[src/include/xfer_pkg.sv]
// Shared constants, types and helpers of the data transfer request port
package xfer_pkg;
  localparam int SLOTS = 8;
  localparam int SLOT_W = 3;
  localparam int ADDR_W = 64;
  localparam int LUN_W = 64;
  localparam int TAG_W = 16;
  localparam int OFS_W = 32;
  localparam int LEN_W = 32;
  localparam int RA_W = 8;
  localparam int RD_W = 32;

  typedef enum logic [1:0] {CMD_NONE, CMD_READ, CMD_WRITE, CMD_BIDI} cmd_e;

  localparam logic FRAME_DATA = 1'b0;
  localparam logic FRAME_XRDY = 1'b1;

  localparam logic [RA_W-1:0] REG_CTRL = 8'h00;
  localparam logic [RA_W-1:0] REG_STATUS = 8'h04;
  localparam logic [RA_W-1:0] REG_MASK = 8'h08;
  localparam logic [RA_W-1:0] REG_FRAMES = 8'h0C;
  localparam logic [RA_W-1:0] REG_REJECT = 8'h10;
  localparam logic [RD_W-1:0] CTRL_RESET = 32'h0000_0001;
  localparam int CTRL_EN_BIT = 0;

  localparam int EV_W = 4;
  localparam int ST_DATA_OK = 0;
  localparam int ST_DATA_FAIL = 1;
  localparam int ST_OUT_DONE = 2;
  localparam int ST_REJECT = 3;

  localparam logic [2:0] REJ_NONE = 3'h0;
  localparam logic [2:0] REJ_DISABLED = 3'h1;
  localparam logic [2:0] REJ_NO_CMD = 3'h2;
  localparam logic [2:0] REJ_DIRECTION = 3'h3;
  localparam logic [2:0] REJ_CLOSED = 3'h4;
  localparam logic [2:0] REJ_BUSY = 3'h5;

  localparam int CLK_PERIOD_NS = 25;
  localparam int ACK_TIMEOUT_NS = 1000;
  // Longest wait, so the division rounds down
  localparam logic [15:0] ACK_TIMEOUT_CYC =
    16'(ACK_TIMEOUT_NS / CLK_PERIOD_NS);

  // Legality of a transfer request against the state of its nexus slot
  function automatic logic [2:0] check_req(input logic en,
                                           input cmd_e cmd,
                                           input logic closed,
                                           input logic busy,
                                           input logic want_write);
    logic wrong_dir;
    wrong_dir = want_write ? (cmd == CMD_READ) : (cmd == CMD_WRITE);
    if (!en)
      return REJ_DISABLED;
    else if (cmd == CMD_NONE)
      return REJ_NO_CMD;
    else if (wrong_dir)
      return REJ_DIRECTION;
    else if (closed)
      return REJ_CLOSED;
    else if (want_write && busy)
      return REJ_BUSY;
    else
      return REJ_NONE;
  endfunction
endpackage

[src/ack_timer.sv]
// Wait counter that ends a data frame's wait for an acknowledgement
`timescale 1ns/100ps
module ack_timer
(
  input wire logic clk,
  input wire logic nrst,
  input wire logic run,
  output logic expired
);
  import xfer_pkg::*;

  logic [15:0] cnt;
  wire logic at_end = (cnt == ACK_TIMEOUT_CYC - 16'h0001);

  assign expired = run && at_end;

  always_ff @(posedge clk or negedge nrst)
  begin
    if (!nrst)
      cnt <= 16'h0000;
    else if (!run)
      cnt <= 16'h0000;
    else if (!at_end)
      cnt <= cnt + 16'h0001;
  end

  // Cycles since the wait began; unlike cnt it does not stop at the end
  logic [15:0] waited;

  always_ff @(posedge clk or negedge nrst)
  begin
    if (!nrst)
      waited <= 16'h0000;
    else if (!run)
      waited <= 16'h0000;
    else if (waited != 16'hFFFF)
      waited <= waited + 16'h0001;
  end
endmodule

[src/ssp_xfer_port.sv]
// Target port data transfer requests: read data and transfer-ready frames
//
// How it works
// [RQ1] Read data only during read or bidirectional command
// [RQ2] No read data after completion or abort
// [RQ3] Frame goes to requested initiator, LUN, tag
// [RQ4] Requested offset becomes data offset field
// [RQ5] Payload length equals requested byte count
// [RQ6] Delivery indication carries frame header nexus
// [RQ7] ACK gives success; NAK or silence, failure
// [RQ8] Write request sends one transfer-ready frame
// [RQ9] Transfer-ready only during write or bidirectional
// [RQ10] Next transfer-ready waits for previous success
// [RQ11] No transfer-ready after completion or abort
// [RQ12] Transfer-ready addressed with requested nexus fields
// [RQ13] Requested offset becomes requested offset field
// [RQ14] Byte count becomes write data length field
// [RQ15] Report write data outcome with nexus, result
// [RQ16] Track nexus state; refuse illegal requests
//
// Our own choices: the register addresses and the plain strobed port.
`timescale 1ns/100ps
module ssp_xfer_port
#(
  // Own port address; value is arbitrary
  parameter logic [63:0] TARGET_ADDR = 64'h0000_0000_0000_0001
)
(
  input wire logic CLOCK,
  input wire logic NRST,
  input wire logic [xfer_pkg::RA_W-1:0] ADDR,
  input wire logic [xfer_pkg::RD_W-1:0] WDATA,
  input wire logic WR,
  input wire logic RD,
  output logic [xfer_pkg::RD_W-1:0] RDATA,
  output logic IRQ,
  input wire logic CMD_OPEN,
  input wire logic CMD_CLOSE,
  input wire logic [xfer_pkg::SLOT_W-1:0] CMD_SLOT,
  input wire xfer_pkg::cmd_e CMD_TYPE,
  input wire logic DIN_REQ,
  input wire logic DOUT_REQ,
  input wire logic [xfer_pkg::SLOT_W-1:0] REQ_SLOT,
  input wire logic [xfer_pkg::ADDR_W-1:0] REQ_INIT,
  input wire logic [xfer_pkg::LUN_W-1:0] REQ_LUN,
  input wire logic [xfer_pkg::TAG_W-1:0] REQ_TAG,
  input wire logic [xfer_pkg::OFS_W-1:0] REQ_OFFSET,
  input wire logic [xfer_pkg::LEN_W-1:0] REQ_COUNT,
  output logic REQ_READY,
  output logic REQ_REJECT,
  output logic FRM_VALID,
  input wire logic FRM_READY,
  output logic FRM_KIND,
  output logic [xfer_pkg::ADDR_W-1:0] FRM_INIT,
  output logic [xfer_pkg::LUN_W-1:0] FRM_LUN,
  output logic [xfer_pkg::TAG_W-1:0] FRM_TAG,
  output logic [xfer_pkg::OFS_W-1:0] FRM_OFFSET,
  output logic [xfer_pkg::LEN_W-1:0] FRM_LEN,
  input wire logic LINK_ACK,
  input wire logic LINK_NAK,
  input wire logic OUT_DONE,
  input wire logic [xfer_pkg::SLOT_W-1:0] OUT_SLOT,
  input wire logic OUT_OK,
  output logic IND_VALID,
  output logic IND_KIND,
  output logic [xfer_pkg::ADDR_W-1:0] IND_INIT,
  output logic [xfer_pkg::ADDR_W-1:0] IND_TGT,
  output logic [xfer_pkg::LUN_W-1:0] IND_LUN,
  output logic [xfer_pkg::TAG_W-1:0] IND_TAG,
  output logic IND_OK
);
  import xfer_pkg::*;

  typedef enum logic [1:0] {S_IDLE, S_SEND, S_WAIT} st_e;

  st_e state;
  st_e next_state;
  logic enable;
  logic ack_expired;
  logic out_pend;
  logic [SLOT_W-1:0] out_slot_q;
  logic out_ok_q;
  logic [RD_W-1:0] frames;
  logic [2:0] last_reason;

  cmd_e slot_cmd [SLOTS];
  logic slot_closed [SLOTS];
  logic slot_busy [SLOTS];
  logic [ADDR_W-1:0] slot_init [SLOTS];
  logic [LUN_W-1:0] slot_lun [SLOTS];
  logic [TAG_W-1:0] slot_tag [SLOTS];

  ////////////////////////////////////////////////////////////////////////////
  // Request decode and legality

  // Both strobes at once: the read data request is served
  wire logic req_any = DIN_REQ || DOUT_REQ;
  wire logic req_write = DOUT_REQ && !DIN_REQ;
  wire logic take = req_any && REQ_READY;
  wire logic [2:0] din_reason = check_req(enable, slot_cmd[REQ_SLOT],
    slot_closed[REQ_SLOT], slot_busy[REQ_SLOT], 1'b0); // RQ1 RQ2
  wire logic [2:0] dout_reason = check_req(enable, slot_cmd[REQ_SLOT],
    slot_closed[REQ_SLOT], slot_busy[REQ_SLOT], 1'b1); // RQ9 RQ10 RQ11
  wire logic [2:0] reason = req_write ? dout_reason : din_reason;
  wire logic accept = take && (reason == REJ_NONE);
  wire logic reject = take && (reason != REJ_NONE); // RQ16
  wire logic waiting = (state == S_WAIT);
  // ACK seen with a NAK in the same cycle counts as delivered
  wire logic link_ok = waiting && LINK_ACK; // RQ7
  wire logic link_fail = waiting && !LINK_ACK
    && (LINK_NAK || ack_expired); // RQ7
  wire logic frame_gone = (state == S_SEND) && FRM_READY;
  // A pending write outcome is reported before new work is taken
  wire logic out_emit = (state == S_IDLE) && out_pend; // RQ15
  wire logic next_out_pend = OUT_DONE || (out_pend && !out_emit);
  wire logic [EV_W-1:0] events = {reject, out_emit, link_fail, link_ok};

  assign REQ_READY = (state == S_IDLE) && !out_pend;
  assign FRM_VALID = (state == S_SEND);

  ////////////////////////////////////////////////////////////////////////////
  // Frame sequencer

  always_comb
  begin
    next_state = state;
    case (state)
      S_IDLE:
        if (accept)
          next_state = S_SEND;
      S_SEND:
        if (FRM_READY)
          next_state = (FRM_KIND == FRAME_DATA) ? S_WAIT : S_IDLE;
      S_WAIT:
        if (link_ok || link_fail)
          next_state = S_IDLE;
      default:
        next_state = S_IDLE;
    endcase
  end

  always_ff @(posedge CLOCK or negedge NRST)
  begin
    if (!NRST)
      state <= S_IDLE;
    else
      state <= next_state;
  end

  // Header fields are copied straight from the request
  always_ff @(posedge CLOCK or negedge NRST)
  begin
    if (!NRST)
    begin
      FRM_KIND <= FRAME_DATA;
      FRM_INIT <= '0;
      FRM_LUN <= '0;
      FRM_TAG <= '0;
      FRM_OFFSET <= '0;
      FRM_LEN <= '0;
    end
    else if (accept)
    begin
      FRM_KIND <= req_write ? FRAME_XRDY : FRAME_DATA; // RQ8
      FRM_INIT <= REQ_INIT; // RQ3 RQ12
      FRM_LUN <= REQ_LUN; // RQ3 RQ12
      FRM_TAG <= REQ_TAG; // RQ3 RQ12
      FRM_OFFSET <= REQ_OFFSET; // RQ4 RQ13
      FRM_LEN <= REQ_COUNT; // RQ5 RQ14
    end
  end

  ack_timer u_timer
  (
    .clk(CLOCK),
    .nrst(NRST),
    .run(waiting),
    .expired(ack_expired)
  );

  ////////////////////////////////////////////////////////////////////////////
  // Nexus slot table

  always_ff @(posedge CLOCK or negedge NRST)
  begin
    if (!NRST)
    begin
      for (int i = 0; i < SLOTS; i++)
      begin
        slot_cmd[i] <= CMD_NONE;
        slot_closed[i] <= 1'b0;
        slot_busy[i] <= 1'b0;
      end
    end
    else
    begin
      if (CMD_OPEN)
      begin
        slot_cmd[CMD_SLOT] <= CMD_TYPE;
        slot_closed[CMD_SLOT] <= 1'b0;
        slot_busy[CMD_SLOT] <= 1'b0;
      end
      if (CMD_CLOSE)
        slot_closed[CMD_SLOT] <= 1'b1; // RQ16
      // A failed write transfer keeps the slot busy until reopened
      if (OUT_DONE && OUT_OK)
        slot_busy[OUT_SLOT] <= 1'b0; // RQ10
      if (accept && req_write)
        slot_busy[REQ_SLOT] <= 1'b1; // RQ10
    end
  end

  // Nexus of the outstanding transfer-ready, for its outcome report
  always_ff @(posedge CLOCK)
  begin
    if (accept && req_write)
    begin
      slot_init[REQ_SLOT] <= REQ_INIT;
      slot_lun[REQ_SLOT] <= REQ_LUN;
      slot_tag[REQ_SLOT] <= REQ_TAG;
    end
  end

  ////////////////////////////////////////////////////////////////////////////
  // Indications to the device server

  always_ff @(posedge CLOCK or negedge NRST)
  begin
    if (!NRST)
    begin
      out_pend <= 1'b0;
      out_slot_q <= '0;
      out_ok_q <= 1'b0;
    end
    else
    begin
      out_pend <= next_out_pend;
      if (OUT_DONE)
      begin
        out_slot_q <= OUT_SLOT;
        out_ok_q <= OUT_OK;
      end
    end
  end

  always_ff @(posedge CLOCK or negedge NRST)
  begin
    if (!NRST)
    begin
      IND_VALID <= 1'b0;
      IND_KIND <= FRAME_DATA;
      IND_INIT <= '0;
      IND_TGT <= '0;
      IND_LUN <= '0;
      IND_TAG <= '0;
      IND_OK <= 1'b0;
    end
    else
    begin
      IND_VALID <= link_ok || link_fail || out_emit;
      if (link_ok || link_fail)
      begin
        IND_KIND <= FRAME_DATA;
        IND_INIT <= FRM_INIT; // RQ6
        IND_TGT <= TARGET_ADDR; // RQ6
        IND_LUN <= FRM_LUN; // RQ6
        IND_TAG <= FRM_TAG; // RQ6
        IND_OK <= link_ok; // RQ7
      end
      else if (out_emit)
      begin
        IND_KIND <= FRAME_XRDY;
        IND_INIT <= slot_init[out_slot_q]; // RQ15
        IND_TGT <= TARGET_ADDR; // RQ15
        IND_LUN <= slot_lun[out_slot_q]; // RQ15
        IND_TAG <= slot_tag[out_slot_q]; // RQ15
        IND_OK <= out_ok_q; // RQ15
      end
    end
  end

  always_ff @(posedge CLOCK or negedge NRST)
  begin
    if (!NRST)
    begin
      REQ_REJECT <= 1'b0;
      last_reason <= REJ_NONE;
      frames <= '0;
    end
    else
    begin
      REQ_REJECT <= reject; // RQ16
      if (reject)
        last_reason <= reason;
      if (frame_gone)
        frames <= frames + 32'h0000_0001;
    end
  end

  xfer_regs u_regs
  (
    .clk(CLOCK),
    .nrst(NRST),
    .addr(ADDR),
    .wdata(WDATA),
    .wr(WR),
    .rd(RD),
    .rdata(RDATA),
    .events(events),
    .frames(frames),
    .reason(last_reason),
    .enable(enable),
    .irq(IRQ)
  );
endmodule

[src/xfer_regs.sv]
// Register slave: control, sticky status, mask, frame counter and interrupt
`timescale 1ns/100ps
module xfer_regs
(
  input wire logic clk,
  input wire logic nrst,
  input wire logic [xfer_pkg::RA_W-1:0] addr,
  input wire logic [xfer_pkg::RD_W-1:0] wdata,
  input wire logic wr,
  input wire logic rd,
  output logic [xfer_pkg::RD_W-1:0] rdata,
  input wire logic [xfer_pkg::EV_W-1:0] events,
  input wire logic [xfer_pkg::RD_W-1:0] frames,
  input wire logic [2:0] reason,
  output logic enable,
  output logic irq
);
  import xfer_pkg::*;

  logic [RD_W-1:0] ctrl;
  logic [EV_W-1:0] status;
  logic [EV_W-1:0] mask;

  wire logic status_rd = rd && (addr == REG_STATUS);
  // Set wins over the read clear, so no event is lost
  wire logic [EV_W-1:0] next_status = (status & ~{EV_W{status_rd}}) | events;
  wire logic [RD_W-1:0] read_mux =
    (addr == REG_CTRL) ? ctrl :
    (addr == REG_STATUS) ? {{(RD_W-EV_W){1'b0}}, status} :
    (addr == REG_MASK) ? {{(RD_W-EV_W){1'b0}}, mask} :
    (addr == REG_FRAMES) ? frames :
    (addr == REG_REJECT) ? {{(RD_W-3){1'b0}}, reason} : '0;

  assign enable = ctrl[CTRL_EN_BIT];

  always_ff @(posedge clk or negedge nrst)
  begin
    if (!nrst)
    begin
      ctrl <= CTRL_RESET;
      mask <= '0;
      status <= '0;
      rdata <= '0;
      irq <= 1'b0;
    end
    else
    begin
      if (wr && addr == REG_CTRL)
        ctrl <= wdata;
      if (wr && addr == REG_MASK)
        mask <= wdata[EV_W-1:0];
      status <= next_status;
      rdata <= rd ? read_mux : '0;
      irq <= |(next_status & mask);
    end
  end
endmodule

[config.mk]
export PLATFORM = sky130hd
export DESIGN_NAME = ssp_xfer_port
export DESIGN_NICKNAME = d
export VERILOG_FILES = /design/src/include/xfer_pkg.sv /design/src/ack_timer.sv /design/src/ssp_xfer_port.sv /design/src/xfer_regs.sv
export SDC_FILE = /design/constraint.sdc
export NUM_CORES = 2
export LEC_CHECK = 0
export BUFFER_PORTS_ARGS = -buffer_cell sky130_fd_sc_hd__buf_4
export CORE_MARGIN = 2
export CORE_UTILIZATION = 55
export DETAILED_ROUTE_END_ITERATION = 10
export HOLD_SLACK_MARGIN = 0.06
export PLACE_DENSITY = 0.8
export SLEW_MARGIN = 5
export SYNTH_ARGS = -nofsm -noshare
export SYNTH_HDL_FRONTEND = slang
export SYNTH_SLANG_ARGS = --single-unit
[constraint.sdc]
create_clock -name CLOCK -period 20.6 [get_ports CLOCK]
set_clock_uncertainty 0.15 [all_clocks]
set_input_delay 4.12 -clock CLOCK [delete_from_list [all_inputs] [get_ports CLOCK]]
set_output_delay 4.12 -clock CLOCK [all_outputs]
set_load 0.02 [all_outputs]
==> flow_summary.yaml <==
run_status:
  status: "completed"
sta:
  min_period_ns: 8.06
  timing.slew.headroom: 0.254
  setup_viol: 0
  tns_ns: 0
  period_share: 0.391
  max_freq_ghz: 0.124
  report.final.slew_viol_count: 0
  fin_ws_ns: 12.54
  worst_pin_slew_ns: 1.12
  rsz0062_at_grt: "false"
  hold_viol_final: 0
  holdWs_ns: 0.331
logic_synthesis:
  synth_ff_type: "edfxtp_1"
  synth-async-reset-ratio: 0.311
  synth_area_um2: 65100
  synth_edf_count: 1152
  synthCells: 3626
  ys_seq_elements: 1673
  yosysSeqAreaShare: 0.731
  synth.avg_cell_area_um2: 18.0
  ys_types: 62
  yosys_warnings: 0
floorplanning:
  die_w_um: 348
  coreArea_um2: 118000
  io_pins: 728
  rows: 126
  die_y_um: 348
  initial_core_util: 0.553
  die-area_um2: 121000
place:
  dp_cells: 5668
  port_buffers: 664
  place_ws_ns: 11.81
  routabilityCongestion: 0.841
  dp.final_hpwl_um: 89600
power_and_ir_drop:
  combPwrFrac: 0.104
  p_int_uw: 5850
  max-vdd-ir-drop_v: 0.0000836
  powerDensity_nw_per_um2: 99.8
  power_leakage_uw: 0.0293
  p_seq_frac: 0.495
  p_sw_uw: 1830
  power_frac_clock: 0.401
  netSwitchingFraction: 0.239
route:
  dr.pass1.iters: 5
  ant_nets: 0
  avgViaCountPerCell: 5.94
  drt_wl_total_um: 151000
  wire_per_inst_um: 25.3
  route.detailed.drc: 0
  via_count: 35500
  drtIter0Drc: 3384
cts:
  postCtsSetupBuffers: 0
  post_cts_resized: 0
  cts_sinks: 1673
  cts_tree: "done"
  holdBufCountCts: 0
  cts_buffer_depth: 3
  path_clk_slew_ns: 0.06
  h-tree-depth: 4
  cts-root-buf: "clkbuf_16"
  cts_buffers: 165
  clock_latency_ns: 0.77
final_layout:
  fin_nets: 4573
  drive_gt1_frac: 0.324
  fin_cells: 5980
  area_delta_synth_final_pct: 18.3
setup_path:
  cp.required_ns: 20.83
  crit_arrival_ns: 8.30
  worstSetupPathType: "in -> reg"
  critPathLaunchType: "primary input"
  rr_worst_depth: 8
  endpoint_kind: "flop"
  path_max_fanout: 60
min_path:
  hp-class: "reg -> reg"
  holdPathStages: 1
global_route:
  globalRouteTotalUtil: 0.250
  grt_antenna_before_repair: 7
  grt_pass1_wl_um: 227000
  grt_max_degree: 167
  grt_pass1_vias: 36400
  gr-total-overflow: 0
run:
  maxCapViolations: 0
## state kept, by name (all words and copies together), names as in the netlist, 2 cells and up
register and count:
IND_LUN 64, slot_closed 8, IND_INIT 64, slot_init 512, u_regs.rdata 32, out_slot_q 3, state 2, FRM_OFFSET 32
slot_tag 128, FRM_INIT 64, u_regs.status 4, FRM_LUN 64, u_timer.cnt 16, slot_lun 512, slot_busy 8, u_regs.ctrl 32
FRM_LEN 32, frames 32, IND_TAG 16, FRM_TAG 16, last_reason 3, slot_cmd 16, u_regs.mask 4
## critical path, stage by stage
cell and delay, ns:
buf_4 0.12, nand2b_1 0.49, or4_1 0.69, o32ai_2 0.34, nand3_1 0.63, nor3_2 0.40
buf_4 0.53, buf_4 0.85
## power groups by stage
stage	Sequential [uW]	Combinational, uW	Clock (uW)
CTS	3810	814	3130
global placement	3870	791	0
global route	3820	858	3260
finish	3810	803	3080
detailed placement	3870	807	0
floorplan	3960	342	0
## synth_stat cells (3+ instances only)
cell      count  area (um2)
a21boi_0      3        22.5
a21o_1        4        30.0
a21oi_1      17        85.1
a22o_1        7        61.3
a22oi_1      28         210
and2_1        3        18.8
and3_1        9        56.3
and4_1        4        35.0
buf_1        50         188
buf_2         6        30.0
buf_4        74         556
buf_8        11         165
clkbuf_1    119         447
dfrtp_1     520       13000
edfxtp_1   1152       34600
inv_1         9        33.8
mux2_1      101        1140
mux2_2      171        1930
mux2i_1     152        1520
mux4_2      289        6510
nand2_1     342        1280
nand2b_1     17         106
nand3_1      23         115
nand4_1      13        81.3
nor2_1       30         113
nor2b_1      36         225
nor3_1       10        50.1
nor4_1       11        68.8
nor4b_1       3        26.3
o211ai_1      6        45.0
o21a_1        4        30.0
o21ai_0     310        1550
o22ai_1       3        18.8
o31ai_1       3        22.5
o41ai_1       6        52.6
or3_1         6        37.5
xnor2_1      27         236
xor2_1       16         140
## layer usage
| layer | track usage | vias up | share of wire |
|---|---|---|---|
| li1 | - | 15200 | - |
| met1 | 0.321 | 18400 | 0.38 |
| met2 | 0.423 | 1579 | 0.51 |
| met3 | 0.0540 | 245 | 0.076 |
| met4 | 0.0912 | 4 | 0.032 |
| met5 | 0 | - | 0.00014 |
## per-stage QoR
stage               power [uW]  utilization  cell area (um2)
detailed placement        4680        0.606            71400
finish                    7690        0.654            77000
floorplan                 4300            -            65400
global route              7940        0.654            77000
CTS                       7750        0.654            77000
global placement          4660        0.606            71400
## final timing paths
check                      slack (ns)    startpoint              end
max                             12.54       DIN_REQ  slot_init[4][7]
min                              0.33    frames[31]       frames[31]
max reg2reg                     15.83  slot_busy[5]  slot_init[4][7]
min reg2reg                      0.33    frames[31]       frames[31]
max in group asynchronous       14.07          NRST     FRM_INIT[27]
min in group asynchronous        3.19          NRST         FRM_KIND
## cell families (layout without fill, tap and decap cells)
family	after synthesis	in the layout	share of synthesized area
AOI/OAI and AO/OA	407	407	0.0351
buffers and inverters	270	1023	0.0220
and+or+nand+nor	517	517	0.0353
muxes	713	713	0.170
xor gates and xnor gates	43	43	0.00578
DFF	1673	1673	0.731
adders and majority gates	2	2	0.000384
other	1	66	0.0000576
## cell type report
cell class,instances,area (um2)
Antenna cell,3,7.51
Sequential cell,1673,47600
Clock buffer,205,4440
Fill cell,7708,40700
Timing Repair Buffer,705,5400
Clock inverter,104,1220
Tap cell,1536,1920
Inverter,9,33.8
Multi-Input combinational cell,1745,16400
## layout by cell type, fill, tap and decap left out, types with 9 or more instances in the layout
| cell | count |
|---|---|
| o21ai_0 | 310 |
| a22oi_1 | 28 |
| edfxtp_1 | 1152 |
| clkinv_2 | 32 |
| a21oi_1 | 17 |
| mux2i_1 | 152 |
| bufinv_16 | 19 |
| and3_1 | 9 |
| mux4_2 | 289 |
| xnor2_1 | 27 |
| clkinv_1 | 28 |
| clkbuf_1 | 27 |
| mux2_1 | 101 |
| nor2_1 | 30 |
| buf_4 | 696 |
| dfrtp_1 | 517 |
| xor2_1 | 16 |
| nand2b_1 | 17 |
| mux2_2 | 171 |
| clkbuf_8 | 10 |
| nand3_1 | 23 |
| inv_1 | 9 |
| nand2_1 | 342 |
| nand4_1 | 13 |
| nor2b_1 | 36 |
| clkbuf_16 | 168 |
| conb_1 | 63 |
(Power assumes the default switching activity.)
